## config.mk

```make
export PLATFORM = sky130hd
export DESIGN_NAME = supply_fault_lockout
export DESIGN_NICKNAME = d
export VERILOG_FILES = /design/src/core/supply_fault_pkg.sv /design/src/core/supply_fault_lockout.sv /design/src/core/pin_sync.sv
export VERILOG_INCLUDE_DIRS = /design/src /design/src/core
export SDC_FILE = /design/constraint.sdc
export NUM_CORES = 1
export LEC_CHECK = 0
export ABC_AREA = 1
export ABC_CLOCK_PERIOD_IN_PS = 2500
export BUFFER_PORTS_ARGS = -buffer_cell sky130_fd_sc_hd__buf_4
export CORE_MARGIN = 4
export CORE_UTILIZATION = 51
export CTS_CLUSTER_SIZE = 20
export DETAILED_ROUTE_END_ITERATION = 16
export PLACE_DENSITY = 0.83
export SLEW_MARGIN = 10
export SYNTH_ARGS = -nofsm -noshare
export SYNTH_HDL_FRONTEND = slang
export SYNTH_SLANG_ARGS = --single-unit
```

## constraint.sdc

```tcl
create_clock -name mclk -period 2.5 [get_ports mclk]
set_input_delay 0.25 -clock mclk [delete_from_list [all_inputs] [get_ports mclk]]
set_output_delay 0.25 -clock mclk [all_outputs]
set_load 0.01 [all_outputs]
```

## src/core/supply_fault_consts.svh

```systemverilog
`ifndef SUPPLY_FAULT_CONSTS_SVH
`define SUPPLY_FAULT_CONSTS_SVH
`define NUM_BRIDGES 6
`define CFG_RESET 6'h00
`define ENA_RESET 6'h00
`define WAKE_SETTLE 2'h3
`endif

```

## src/core/supply_fault_pkg.sv

```systemverilog
package supply_fault_pkg;
  typedef enum logic [1:0] {
    supply_ok = 2'b00,
    supply_over = 2'b01,
    supply_under = 2'b10
  } supply_state_e;
endpackage

```

## src/core/supply_fault_lockout.sv

```systemverilog
`timescale 1ns/10ps
`include "supply_fault_consts.svh"
// Overview of operation
// - Overvoltage with select 0 keeps outputs; its flag is not latched.
// - Overvoltage with select 1 locks out all drivers to high impedance.
// - After overvoltage the stored state returns with no host action.
// - Undervoltage locks out all drivers to high impedance, unlatched.
// - After undervoltage the stored bridge state resumes automatically.
// - Latched faults clear on a reset request frame, wake toggle or reset.
// - A driver fault zeroes its stored bits until cleared and resent.
module supply_fault_lockout
  import supply_fault_pkg::*;
#(
  parameter int N = `NUM_BRIDGES
) (
  input wire logic mclk,
  input wire logic rst,
  input wire logic ce,
  input wire logic overvoltage_pin,
  input wire logic undervoltage_pin,
  input wire logic wake_enable_pin,
  input wire logic overvoltage_lockout_select,
  input wire logic frame_valid,
  input wire logic status_reset_request,
  input wire logic [N-1:0] frame_half_bridge_enable,
  input wire logic [N-1:0] frame_half_bridge_config,
  input wire logic [N-1:0] driver_fault,
  output logic [N-1:0] drive_enable,
  output logic [N-1:0] drive_high,
  output logic [N-1:0] drive_oe,
  output logic [N-1:0] half_bridge_enable,
  output logic [N-1:0] half_bridge_config,
  output logic [N-1:0] fault_latched,
  output logic overvoltage_flag,
  output logic undervoltage_flag,
  output logic lockout
);
  logic ov_s;
  logic uv_s;
  logic wake_s;
  logic wake_d;
  logic [1:0] wake_settle;
  logic wake_toggle;
  logic clear_req;
  logic lock_now;
  supply_state_e supply_state;
  supply_state_e next_supply_state;

  pin_sync #(.WIDTH(3)) u_sync (
    .mclk(mclk),
    .rst(rst),
    .ce(ce),
    .d({overvoltage_pin, undervoltage_pin, wake_enable_pin}),
    .q({ov_s, uv_s, wake_s})
  );

  always_ff @(posedge mclk) begin
    if (rst) begin
      wake_d <= 1'b0;
    end else if (ce) begin
      wake_d <= wake_s;
    end
  end

  // The synchroniser restarts at zero, so a wake pin resting high would look
  // like a toggle just after reset; toggles count only once it has settled.
  always_ff @(posedge mclk) begin
    if (rst) begin
      wake_settle <= 2'h0;
    end else if (ce && (wake_settle != `WAKE_SETTLE)) begin
      wake_settle <= wake_settle + 2'h1;
    end
  end

  assign wake_toggle = (wake_settle == `WAKE_SETTLE) && (wake_s != wake_d);

  // Power-on reset is rst itself; the other two sources are combined here.
  assign clear_req = (frame_valid && status_reset_request) ||
                     wake_toggle;

  // Undervoltage takes precedence since the supply cannot be both.
  always_comb begin
    if (uv_s) begin
      next_supply_state = supply_under;
    end else if (ov_s && overvoltage_lockout_select) begin
      next_supply_state = supply_over;
    end else begin
      next_supply_state = supply_ok;
    end
  end

  always_ff @(posedge mclk) begin
    if (rst) begin
      supply_state <= supply_ok;
      overvoltage_flag <= 1'b0;
      undervoltage_flag <= 1'b0;
      lockout <= 1'b0;
    end else if (ce) begin
      supply_state <= next_supply_state;
      overvoltage_flag <= ov_s;
      undervoltage_flag <= uv_s;
      lockout <= (next_supply_state != supply_ok);
    end
  end

  assign lock_now = (next_supply_state != supply_ok);

  genvar i;
  generate
    for (i = 0; i < N; i++) begin : g_bridge
      // A fault arriving with a clear keeps its latch; the set wins.
      always_ff @(posedge mclk) begin
        if (rst) begin
          fault_latched[i] <= 1'b0;
        end else if (ce) begin
          if (driver_fault[i]) begin
            fault_latched[i] <= 1'b1;
          end else if (clear_req) begin
            fault_latched[i] <= 1'b0;
          end
        end
      end

      // The lockout never touches these bits so recovery is automatic.
      always_ff @(posedge mclk) begin
        if (rst) begin
          half_bridge_enable[i] <= 1'(`ENA_RESET >> i);
          half_bridge_config[i] <= 1'(`CFG_RESET >> i);
        end else if (ce) begin
          if (driver_fault[i] || fault_latched[i]) begin
            half_bridge_enable[i] <= 1'b0;
            half_bridge_config[i] <= 1'b0;
          end else if (frame_valid) begin
            half_bridge_enable[i] <= frame_half_bridge_enable[i];
            half_bridge_config[i] <= frame_half_bridge_config[i];
          end
        end
      end

      always_ff @(posedge mclk) begin
        if (rst) begin
          drive_enable[i] <= 1'b0;
          drive_high[i] <= 1'b0;
          drive_oe[i] <= 1'b0;
        end else if (ce) begin
          if (lock_now || driver_fault[i] || fault_latched[i]) begin
            drive_enable[i] <= 1'b0;
            drive_high[i] <= 1'b0;
            drive_oe[i] <= 1'b0;
          end else begin
            drive_enable[i] <= half_bridge_enable[i];
            drive_high[i] <= half_bridge_config[i];
            drive_oe[i] <= half_bridge_enable[i];
          end
        end
      end
    end
  endgenerate

  property p_uv_hiz;
    @(posedge mclk) disable iff (rst)
      (ce && uv_s) |=> (drive_oe == '0);
  endproperty
  a_uv_hiz: assert property (p_uv_hiz)
    else $error("undervoltage not high z");

  property p_uv_lock;
    @(posedge mclk) disable iff (rst)
      (ce && uv_s) |=> (lockout && undervoltage_flag);
  endproperty
  a_uv_lock: assert property (p_uv_lock)
    else $error("undervoltage not reported");

  property p_ov_hiz;
    @(posedge mclk) disable iff (rst)
      (ce && ov_s && overvoltage_lockout_select) |=> (drive_oe == '0);
  endproperty
  a_ov_hiz: assert property (p_ov_hiz)
    else $error("overvoltage not high z");

  property p_ov_pass;
    @(posedge mclk) disable iff (rst)
      (ce && ov_s && !uv_s && !overvoltage_lockout_select &&
       driver_fault == '0 && fault_latched == '0)
      |=> (drive_oe == $past(half_bridge_enable));
  endproperty
  a_ov_pass: assert property (p_ov_pass)
    else $error("overvoltage with select 0 changed outputs");

  property p_recover;
    @(posedge mclk) disable iff (rst)
      (ce && !lock_now && driver_fault == '0 && fault_latched == '0)
      |=> (drive_enable == $past(half_bridge_enable));
  endproperty
  a_recover: assert property (p_recover)
    else $error("no auto recovery");

  property p_keep_store;
    @(posedge mclk) disable iff (rst)
      (ce && lock_now && !frame_valid && driver_fault == '0 &&
       fault_latched == '0) |=> $stable(half_bridge_enable);
  endproperty
  a_keep_store: assert property (p_keep_store)
    else $error("store changed");

  property p_uv_flag;
    @(posedge mclk) disable iff (rst)
      ce |=> (undervoltage_flag == $past(uv_s));
  endproperty
  a_uv_flag: assert property (p_uv_flag)
    else $error("uv flag latched");

  property p_fault_zero;
    @(posedge mclk) disable iff (rst)
      (ce && driver_fault != '0) |=>
        ((half_bridge_enable & $past(driver_fault)) == '0);
  endproperty
  a_fault_zero: assert property (p_fault_zero)
    else $error("fault kept enable");

  property p_fault_off;
    @(posedge mclk) disable iff (rst)
      (ce && driver_fault != '0) |=>
        ((drive_enable & $past(driver_fault)) == '0);
  endproperty
  a_fault_off: assert property (p_fault_off)
    else $error("fault kept driver on");

  property p_clear;
    @(posedge mclk) disable iff (rst)
      (ce && clear_req && driver_fault == '0) |=> (fault_latched == '0);
  endproperty
  a_clear: assert property (p_clear)
    else $error("fault not cleared");

  c_uv: cover property (@(posedge mclk) disable iff (rst)
    (supply_state == supply_under) ##1 (supply_state == supply_ok));
  c_ov: cover property (@(posedge mclk) disable iff (rst)
    (supply_state == supply_over) ##1 (supply_state == supply_ok));
  c_clr: cover property (@(posedge mclk) disable iff (rst)
    (fault_latched != '0) ##1 (fault_latched == '0));
  c_wake: cover property (@(posedge mclk) disable iff (rst) wake_toggle);
endmodule

```

## src/core/pin_sync.sv

```systemverilog
`timescale 1ns/10ps
module pin_sync #(
  parameter int WIDTH = 1
) (
  input wire logic mclk,
  input wire logic rst,
  input wire logic ce,
  input wire logic [WIDTH-1:0] d,
  output logic [WIDTH-1:0] q
);
  logic [WIDTH-1:0] stage1;
  // The first stage feeds only the second, to contain metastability.
  always_ff @(posedge mclk) begin
    if (rst) begin
      stage1 <= '0;
      q <= '0;
    end else if (ce) begin
      stage1 <= d;
      q <= stage1;
    end
  end
endmodule

```

==> results.md, run 1 <==
* Peak supply drop at 425.0 uV
* Ys Warns at 0
* Clock transition at path regs at 0.13 ns
* Per-cell routed wire length at 12.67 um
* Commonest cells after routing, fill and taps aside: 65 x buf_4, 45 x nand2_1, 42 x dfxtp_1
* Synth Area per Inst at 7.670 um2
* First-pass GRT wire length at 6713 um
* Post-CTS Resized at 0
* Final min period at 1.145 ns
* Synth Net Count at 251
* Crit. Startpoint: fault_latched[5]
* Nets at 305
* Core Area at 0.003128 mm2
* H-tree depth at 2
* Vias at 1653
* Hold slack at 0.1089 ns
* FMAX at 873.4 MHz
* Critical path data required time at 2.25 ns
* Mapped Area at 0.001710 mm2
* Crit-path slowest cell: dfxtp_1
* Worst Clk Skew at 0.01501 ns
* R2R Path End: drive_oe[1]
* Postcts setup bufs at 0
* Post-route cell area at 0.002212 mm2
* Hold Path End: u_sync.stage1[0]
* Met2 Use GR at 32.67%
* GR Util met1 at 25.00%
* Most common cell after layout, fill and taps aside: buf_4
* Worst-Skew Late Latency at 0.36 ns
* CP delay by family, top: flip-flops
* Root Buffer: clkbuf_4
* Headroom to the max-slew limit at 60.41%
* Die height at 65.91 um
* Flop2flop setup slack at 1.35 ns
* FF-to-FF path depth at 5
* Clock Tree Buf Depth at 2
* Slew Viols, Final at 0
* Seq/Total Area, Yosys at 49.16%
* Crit-path cells: buf_4
* CTS Buf Count at 5
* # IOs at 66
* Post-Synthesis Cells at 223
* Detail Route Antenna Nets at 0
* Die area at 0.004344 mm2
* Hold Buf Count CTS at 0
* CTS tree: built
* Setup_tns at 0 ns
* Most used routing layer: met2
* Hold depth at 3
* Critical path's largest stage delay at 0.40 ns
* Via-per-instance ratio at 5.134
* DP Worst Slack at 1.053 ns
* Number of port buffers at 65
* Leakage at 0.9894 nW
* Met3 global-route usage at 5.272%
* Rows at 20
* Final Hold Vio Count at 0
* Die Width at 65.91 um
* Clock sink count at 42
* HPWL after DPL at 2910 um
* Fin crit share at 45.80%
* Remaining Overflow, GRT at 0
* Initial antenna violation count at 0
* Power Density at 622.1 mW/mm2
* Synthesized flop and latch total at 42
* Share of the synthesized area in the top cell type at 49.16%
* DR pass1 iterations at 4
* Top cells by area, synth: dfxtp_1 49%, a21oi_1 9.9%, nand2_1 9.9%, o21ai_0 6.7%, nor2_1 5.5%
* CP Capture Type: output port
* Dpl cell area at 0.002137 mm2
* Largest net degree at the start of global routing at 53
* Vias in the first global route at 1485
* Final setup viols at 0
* DRC errors left at 0
* Outcome: complete, no violations
* Slack of the critical path at 1.355 ns
* CP Max Fanout at 4
* Final Wtd Congestion at 0.7763
* CP Buf/Inv Count at 1
* Hold Crit Start: wake_enable_pin
* Number of library cell types mapped by synthesis at 20
* Drt first-iter violations at 65
* Max cap viols at 0
* Syn-to-layout area delta at 29.33%
* Worst hold path type: in -> reg
* Setup crit start kind: register
* Final WL at 4080 um
* Worst-Margin Slew at 0.5932 ns
* RSZ-0062 raised after global routing: false
* Critical path class: reg -> out
* All-layer global routing usage at 20.01%
* Share of cells above drive strength 1 at 27.34%
* Starting Density at 54.68%
* Synth area leader: dfxtp_1
* Critical R2R Launch: u_sync.q[1]
* Worst Path Arrival at 0.90 ns
* Antenna Cells at 0
==> cell usage after synthesis <==
cell and count:
buf_4 7, a211oi_1 1, o21ai_2 3, a21oi_1 34, nand2_1 45, dfxtp_1 42
nor3_1 3, nor2_1 25, nand4_1 6, buf_6 2, a31oi_1 1, clkbuf_1 3
o21ai_0 23, a21oi_4 1, inv_2 1, o21ai_1 2, buf_2 6, ha_1 1
inv_1 12, nand3_1 5
==> tightest hold or removal path, cell delays in order <==
cell,delay [ns]
buf_4,0.08
nor2_1,0.03
nor2_1,0.08
==> per-layer routing <==
layer | vias up | wire (um)
li1 | 840 | -
met1 | 747 | 1806
met2 | 59 | 1934
met3 | 7 | 295
met4 | 0 | 44
met5 | - | 0
==> flip-flops by register name, summed over array words and instances, names as in the netlist <==
signal,flops
wake_settle,2
overvoltage_flag,1
half_bridge_enable,6
u_sync.stage1,3
drive_high,6
wake_d,1
half_bridge_config,6
undervoltage_flag,1
lockout,1
fault_latched,6
drive_oe,6
u_sync.q,3
==> how the worst max path moves through the flow <==
stage | end | depth (start not counted)
after floorplan | wake_settle[0] | 5
after CTS | fault_latched[5] | 1
after global routing | half_bridge_config[5] | 6
final | fault_latched[5] | 1
after global placement | half_bridge_config[5] | 6
after detailed placement | wake_settle[0] | 6
==> cells by family after synthesis <==
logic type | after synthesis | synth area share (%)
adder cells (fa/ha/maj) | 1 | 0.7314
buffers and inverters | 31 | 9.656
AND/OR/NAND/NOR | 84 | 19.90
flip-flops | 42 | 49.16
AO/OA/AOI/OAI | 65 | 20.56
==> where the power goes <==
group	internal, mW	switching [mW]	leakage, nW	total, mW
combinational	0.0980	0.116	0.604	0.214
sequential	0.707	0.0240	0.346	0.731
clock	0.212	0.220	0.0395	0.432
total	1.02	0.359	0.989	1.38
==> stage by stage <==
| step | instances | power (mW) | util, % |
|---|---|---|---|
| after global routing | 322 | 1.443 | 70.72 |
| after detailed placement | 314 | 0.9595 | 68.32 |
| final | 322 | 1.376 | 70.72 |
| after CTS | 322 | 1.380 | 70.72 |
| after global placement | 314 | 0.9555 | 68.32 |
| after floorplan | 223 | 0.8673 | - |
==> area by class of cell <==
type / count / area, um2
clock buffer: 7 / 45.04
fill: 271 / 915.9
inverter: 13 / 48.80
tap: 44 / 55.05
timing repair buffer: 65 / 488.0
multi-input combinational: 150 / 704.4
clock inverter: 1 / 30.03
sequential: 42 / 840.8
Note: power is estimated with default switching activity, not from simulation.
==> run 2: changes to the inputs <==
- ABC_CLOCK_PERIOD_IN_PS: 2500 -> 1100
- CORE_UTILIZATION: 51 -> 48
- PLACE_DENSITY: 0.83 -> 0.79
- clock period: 2.5 -> 1.1 ns (I/O delays scaled with it)
==> run 2 against run 1 <==
Effect of this change:
- hold slack got worse by 0.075 ns
- clock power is 79% higher
- clock-buffer cell count did not move
- cell count grew 5.0%
- largest cell class unchanged
- highest routed layer unchanged
==> results.md, run 2 (same netlist as run 1, synthesis figures left out) <==
* Outcome: complete, no violations
* Reg power frac at 55.4% (+2.3 points)
* Clock power share at 25.7% (-5.7 points)
* All-layer global routing usage at 19.89% (-0.13 points)
* Share of cells above drive strength 1 at 37.33% (+10 points)
* Leakage at 1.063 nW (+7.5%)
* Die Width at 67.70 um (+2.7%)
* H-tree depth at 2 (unchanged)
* Via-per-instance ratio at 5.074 (-1.2%)
* CP Buf/Inv Count at 1 (unchanged)
* Crit-path slowest cell: dfxtp_1
* Clock Tree Buf Depth at 2 (unchanged)
* Critical path class: reg -> out
* Critical path data required time at 0.99 ns (-1.26 ns)
* Switching share of power at 27.24% (+1.1 points)
* Final setup viols at 0 (unchanged)
* Hold Path End: half_bridge_enable[0]
* Detail Route Antenna Nets at 0 (unchanged)
* Peak supply drop at 785.2 uV (+85%)
* DP Worst Slack at -0.001912 ns (-1.054 ns)
* Dpl cell area at 0.002215 mm2 (+3.6%)
* Nets at 319 (+4.6%)
* Post-route cell area at 0.002402 mm2 (+8.6%)
* Internal power at 2.191 mW (+120%)
* Slack of the critical path at 0.06969 ns (-1.285 ns)
* Final min period at 1.030 ns
* Final Wtd Congestion at 0.8144 (+4.9%)
* Hold Crit Start: frame_half_bridge_enable[0]
* Worst Clk Skew at 0.01506 ns (+0.00005360 ns)
* Commonest cells after routing, fill and taps aside: 74 x buf_4, 40 x nand2_1, 40 x dfxtp_1
* # IOs at 66 (unchanged)
* Vias in the first global route at 1574 (+6.0%)
* Number of cells after detailed placement at 326 (+3.8%)
* Core Area at 0.003390 mm2 (+8.4%)
* Final Hold Vio Count at 0 (unchanged)
* Drt first-iter violations at 114 (+75%)
* Flop2flop setup slack at 0.08 ns (-1.27 ns)
* Die height at 67.70 um (+2.7%)
* Rows at 21 (+5.0%)
* Syn-to-layout area delta at 40.45%
* FMAX at 970.6 MHz
* CP Max Fanout at 3 (-1)
* First-pass GRT wire length at 6941 um (+3.4%)
* Hold depth at 3 (unchanged)
* Critical R2R Launch: wake_settle[1]
* Initial antenna violation count at 0 (unchanged)
* Vias at 1715 (+3.8%)
* Number of port buffers at 65 (unchanged)
* Antenna Cells at 0 (unchanged)
* CP delay by family, top: flip-flops
* Combinational share of power at 18.8% (+3.3 points)
* CP Capture Type: output port
* Largest net degree at the start of global routing at 20 (-62%)
* Power Density at 1253 mW/mm2 (+100%)
* Per-cell routed wire length at 13.02 um (+2.8%)
* FF-to-FF path depth at 6 (+1)
* Most common cell after layout, fill and taps aside: buf_4
* Headroom to the max-slew limit at 84.91% (+24 points)
* R2R Path End: fault_latched[3]
* Crit. Startpoint: fault_latched[4]
* Crit-path cells: buf_4
* Final WL at 4401 um (+7.9%)
* Die area at 0.004583 mm2 (+5.5%)
* Final cell count without fillers at 338 (+5.0%)
* Critical path's largest stage delay at 0.43 ns (+0.03 ns)
* Clock transition at path regs at 0.11 ns (-0.02 ns)
* HPWL after DPL at 3186 um (+9.5%)
* Switching power at 0.8204 mW (+130%)
* Fin crit share at 93.66%
* Remaining Overflow, GRT at 0 (unchanged)
* DRC errors left at 0 (unchanged)
* Worst Path Arrival at 0.92 ns (+0.02 ns)
* Worst-Skew Late Latency at 0.34 ns (-0.02 ns)
* CTS Buf Count at 5 (unchanged)
* Starting Density at 50.46% (-4.2 points)
* Slew Viols, Final at 0 (unchanged)
* Max cap viols at 0 (unchanged)
* Worst-Margin Slew at 0.2250 ns (-0.3681 ns)
* Final Power at 3.011 mW (+120%)
* Clock sink count at 42 (unchanged)
* Setup crit start kind: register
* Worst hold path type: in -> reg
* CTS tree: built
* Root Buffer: clkbuf_4
* DR pass1 iterations at 4 (unchanged)
## run 2: changes by cell type in the layout (fill, tap and decap cells not counted), sizes merged
cell         before  now
buf              65   75
dlygate4sd3       0    4
bufinv            1    0
clkinv            0    1
## run 2: area by class of cell
type                       count  area [um2]
clock buffer                   7       55.05
clock inverter                 1       5.005
fill                         272       987.2
inverter                      13       48.80
multi-input combinational    150       785.8
sequential                    42       843.3
tap                           46       57.56
timing repair buffer          79       606.8
## run 2: power groups by stage
| stage | sequential, mW | combinational, mW | clock [mW] |
|---|---|---|---|
| final | 1.67 | 0.567 | 0.775 |
| after global routing | 1.68 | 0.628 | 0.843 |
| after CTS | 1.66 | 0.532 | 0.787 |
| after detailed placement | 1.70 | 0.516 | 0 |
| after global placement | 1.69 | 0.508 | 0 |
| after floorplan | 1.71 | 0.257 | 0 |
## run 2: timing repair
item	4_1_cts	5_1_grt
gates resized for setup	2	25
pin swaps	0	2
hold buffers	4	0
endpoints found under the hold margin	4	0
setup endpoints to repair	10	26
setup buffers	0	0
## run 2: routing by layer
layer / global-route usage, % / wire length, um / vias up
li1: - / - / 869
met1: 24.46 / 1810 / 780
met2: 34.02 / 2208 / 57
met3: 4.493 / 293 / 9
met4: 6.582 / 89 / 0
met5: 0 / 0 / -
## run 2: worst max-delay path by stage
stage | slack (ns) | end | cells past startpoint
after floorplan | 0.14 | wake_settle[0] | 5
after global routing | -0.03 | drive_high[3] | 5
after global placement | 0.04 | fault_latched[3] | 6
after CTS | -0.02 | drive_oe[5] | 5
final | 0.07 | fault_latched[4] | 1
after detailed placement | -0.002 | fault_latched[4] | 6
## run 2: stage by stage
step,hold slack [ns],utilization [%],TNS [ns]
5_1_grt,0.02828,70.87,-0.04656
6_report,0.03361,70.87,0
3_5_place_dp,0.3015,65.34,-0.001912
3_3_place_gp,0.2994,65.34,0
4_1_cts,0.03085,68.51,-0.06918
2_1_floorplan,0.2449,-,0
==> run 3: changes to the inputs <==
--- a/config.mk
+++ b/config.mk
@@ -8,5 +8,5 @@
 export LEC_CHECK = 0
 export ABC_AREA = 1
-export ABC_CLOCK_PERIOD_IN_PS = 1100
+export ABC_CLOCK_PERIOD_IN_PS = 1150
 export BUFFER_PORTS_ARGS = -buffer_cell sky130_fd_sc_hd__buf_4
 export CORE_MARGIN = 4
==> constraint.sdc (replaced) <==
create_clock -name mclk -period 1.15 [get_ports mclk]
set_input_delay 0.345 -clock mclk [delete_from_list [all_inputs] [get_ports mclk]]
set_output_delay 0.345 -clock mclk [all_outputs]
set_load 0.01 [all_outputs]
==> run 3 against run 2 <==
Effect of this change:
- critical path type unchanged
- largest cell class unchanged
- the flow now finishes with violations (negative setup slack)
- clock-buffer cell count stayed put
- register-to-register slack lost 0.04 ns
- largest power group unchanged
- global-route usage up 2.3 points
==> results.md, run 3 (same netlist as run 1, synthesis figures left out) <==
* Outcome: finished with violations
* Violated checks: negative setup slack
* HPWL after DPL at 3179 um (-0.22%)
* All-layer global routing usage at 22.18% (+2.3 points)
* Util after Layout at 79.18% (+8.3 points)
* Rows at 21 (unchanged)
* Number of cells after detailed placement at 330 (+1.2%)
* Vias in the first global route at 1730 (+9.9%)
* Internal power at 2.109 mW (-3.7%)
* Combinational share of power at 22.1% (+3.3 points)
* Vias at 1844 (+7.5%)
* Headroom to the max-slew limit at 80.28% (-4.6 points)
* Drt first-iter violations at 115 (+0.88%)
* Critical path class: reg -> out
* Crit-path slowest cell: dfxtp_2
* Initial antenna violation count at 0 (unchanged)
* Peak supply drop at 600.2 uV (-24%)
* Crit-path cells: buf_4
* DR pass1 iterations at 4 (unchanged)
* Die area at 0.004583 mm2 (unchanged)
* Critical path's largest stage delay at 0.35 ns (-0.08 ns)
* Slew Viols, Final at 0 (unchanged)
* CP Buf/Inv Count at 1 (unchanged)
* Slack of the critical path at -0.03577 ns (-0.1055 ns)
* Clock transition at path regs at 0.11 ns (about the same)
* Post-route cell area at 0.002684 mm2 (+12%)
* Leakage at 1.200 nW (+13%)
* Switching share of power at 27.75% (+0.51 points)
* Root Buffer: clkbuf_4
* Core Area at 0.003390 mm2 (unchanged)
* Reg power frac at 54.9% (-0.5 points)
* Syn-to-layout area delta at 56.91%
* Detail Route Antenna Nets at 0 (unchanged)
* Remaining Overflow, GRT at 0 (unchanged)
* Number of port buffers at 65 (unchanged)
* FMAX at 843.3 MHz
* Most common cell after layout, fill and taps aside: buf_4
* Max cap viols at 0 (unchanged)
* CTS tree: built
* Worst-Skew Late Latency at 0.35 ns (about the same)
* Setup crit start kind: register
* Antenna Cells at 0 (unchanged)
* H-tree depth at 2 (unchanged)
* CP Max Fanout at 3 (unchanged)
* Worst Clk Skew at 0.006461 ns (-0.008604 ns)
* Final setup viols at 19 (+19)
* Fin crit share at 103.1%
* Final WL at 5085 um (+16%)
* Largest net degree at the start of global routing at 20 (unchanged)
* Clock power share at 23.0% (-2.7 points)
* DRC errors left at 0 (unchanged)
* Switching power at 0.8102 mW (-1.2%)
* RSZ-0062 raised after global routing: true
* Per-cell routed wire length at 14.32 um (+10%)
* Power Density at 1088 mW/mm2 (-13%)
* CP Capture Type: output port
* Final Hold Vio Count at 0 (unchanged)
* Final cell count without fillers at 355 (+5.0%)
* CTS Buf Count at 5 (unchanged)
* Final Wtd Congestion at 0.8432 (+3.5%)
* Final min period at 1.186 ns
* Via-per-instance ratio at 5.194 (+2.4%)
* Starting Density at 50.46% (unchanged)
* Worst Path Arrival at 0.84 ns (-0.08 ns)
* Final Power at 2.919 mW (-3.0%)
* Worst-Margin Slew at 0.2927 ns (+0.06772 ns)
* Critical path data required time at 0.81 ns (-0.18 ns)
* Worst hold path type: in -> reg
* Dpl cell area at 0.002257 mm2 (+1.9%)
* Share of cells above drive strength 1 at 50.81% (+13 points)
* CP delay by family, top: flip-flops
* First-pass GRT wire length at 7610 um (+9.6%)
* Commonest cells after routing, fill and taps aside: 61 x buf_4, 43 x nand2_1, 35 x buf_6
* Die Width at 67.70 um (unchanged)
* Clock sink count at 42 (unchanged)
* Clock Tree Buf Depth at 2 (unchanged)
* Die height at 67.70 um (unchanged)
* # IOs at 66 (unchanged)
* Nets at 337 (+5.6%)
run 3: cell types whose count changed in the layout (fill, tap and decap cells not counted), moves of 2 or more:
cell,previous run,this run
buf_6,1,35
dfxtp_1,40,9
dfxtp_2,2,31
buf_4,74,61
dlygate4sd3_1,4,0
nand2_1,40,43
nor2_1,19,16
dfxtp_4,0,2
nand2_2,3,1
nor2_4,0,2
run 3: path summary, 6_finish.rpt:
path	endpoint	slack (ns)	cells past startpoint	start
hold reg to reg	fault_latched[2]	0.49	2	fault_latched[2]
setup / recovery	drive_enable[5]	-0.04	1	drive_oe[5]
setup reg to reg	drive_high[4]	0.04	6	fault_latched[4]
hold / removal	undervoltage_flag	0.16	2	rst
run 3: repair_timing:
item | CTS | global route
buffers inserted | 17 | 1
endpoints found under the setup margin | 39 | 66
resized for setup | 68 | 22
gates cloned | 0 | 0
hold buffers | 0 | 0
pin swaps | 0 | 1
run 3: routing by layer:
| layer | share of wire, % | track usage (%) | up-vias | wire (um) |
|---|---|---|---|---|
| met5 | 0 | 0 | - | 0 |
| met4 | 2.0 | 8.354 | 0 | 102 |
| met3 | 6.9 | 4.326 | 10 | 352 |
| met2 | 51 | 38.27 | 78 | 2613 |
| met1 | 40 | 27.02 | 851 | 2015 |
| li1 | - | - | 905 | - |
run 3: metrics by stage:
stage	setup WS, ns	hold WS, ns	TNS, ns
6_report	-0.03577	0.1642	-0.3643
5_1_grt	-0.05873	0.1723	-1.335
4_1_cts	-0.03646	0.1613	-0.4200
3_5_place_dp	-0.08347	0.4680	-0.3643
3_3_place_gp	-0.04309	0.4564	-0.2289
2_1_floorplan	0.1208	0.4432	0
run 3: layout make-up:
class                           instances  area [um2]
Multi-Input combinational cell        150       773.2
Clock buffer                            7       45.04
Tap cell                               46       57.56
Inverter                               13       48.80
Sequential cell                        42       887.1
Fill cell                             222       705.7
Timing Repair Buffer                   97       872.1
run 3: power groups by stage:
stage	combinational [mW]	clock, mW	sequential (mW)
after detailed placement	0.513	0	1.62
after global routing	0.704	0.730	1.61
final	0.646	0.671	1.60
after floorplan	0.246	0	1.64
after CTS	0.598	0.677	1.60
after global placement	0.503	0	1.62
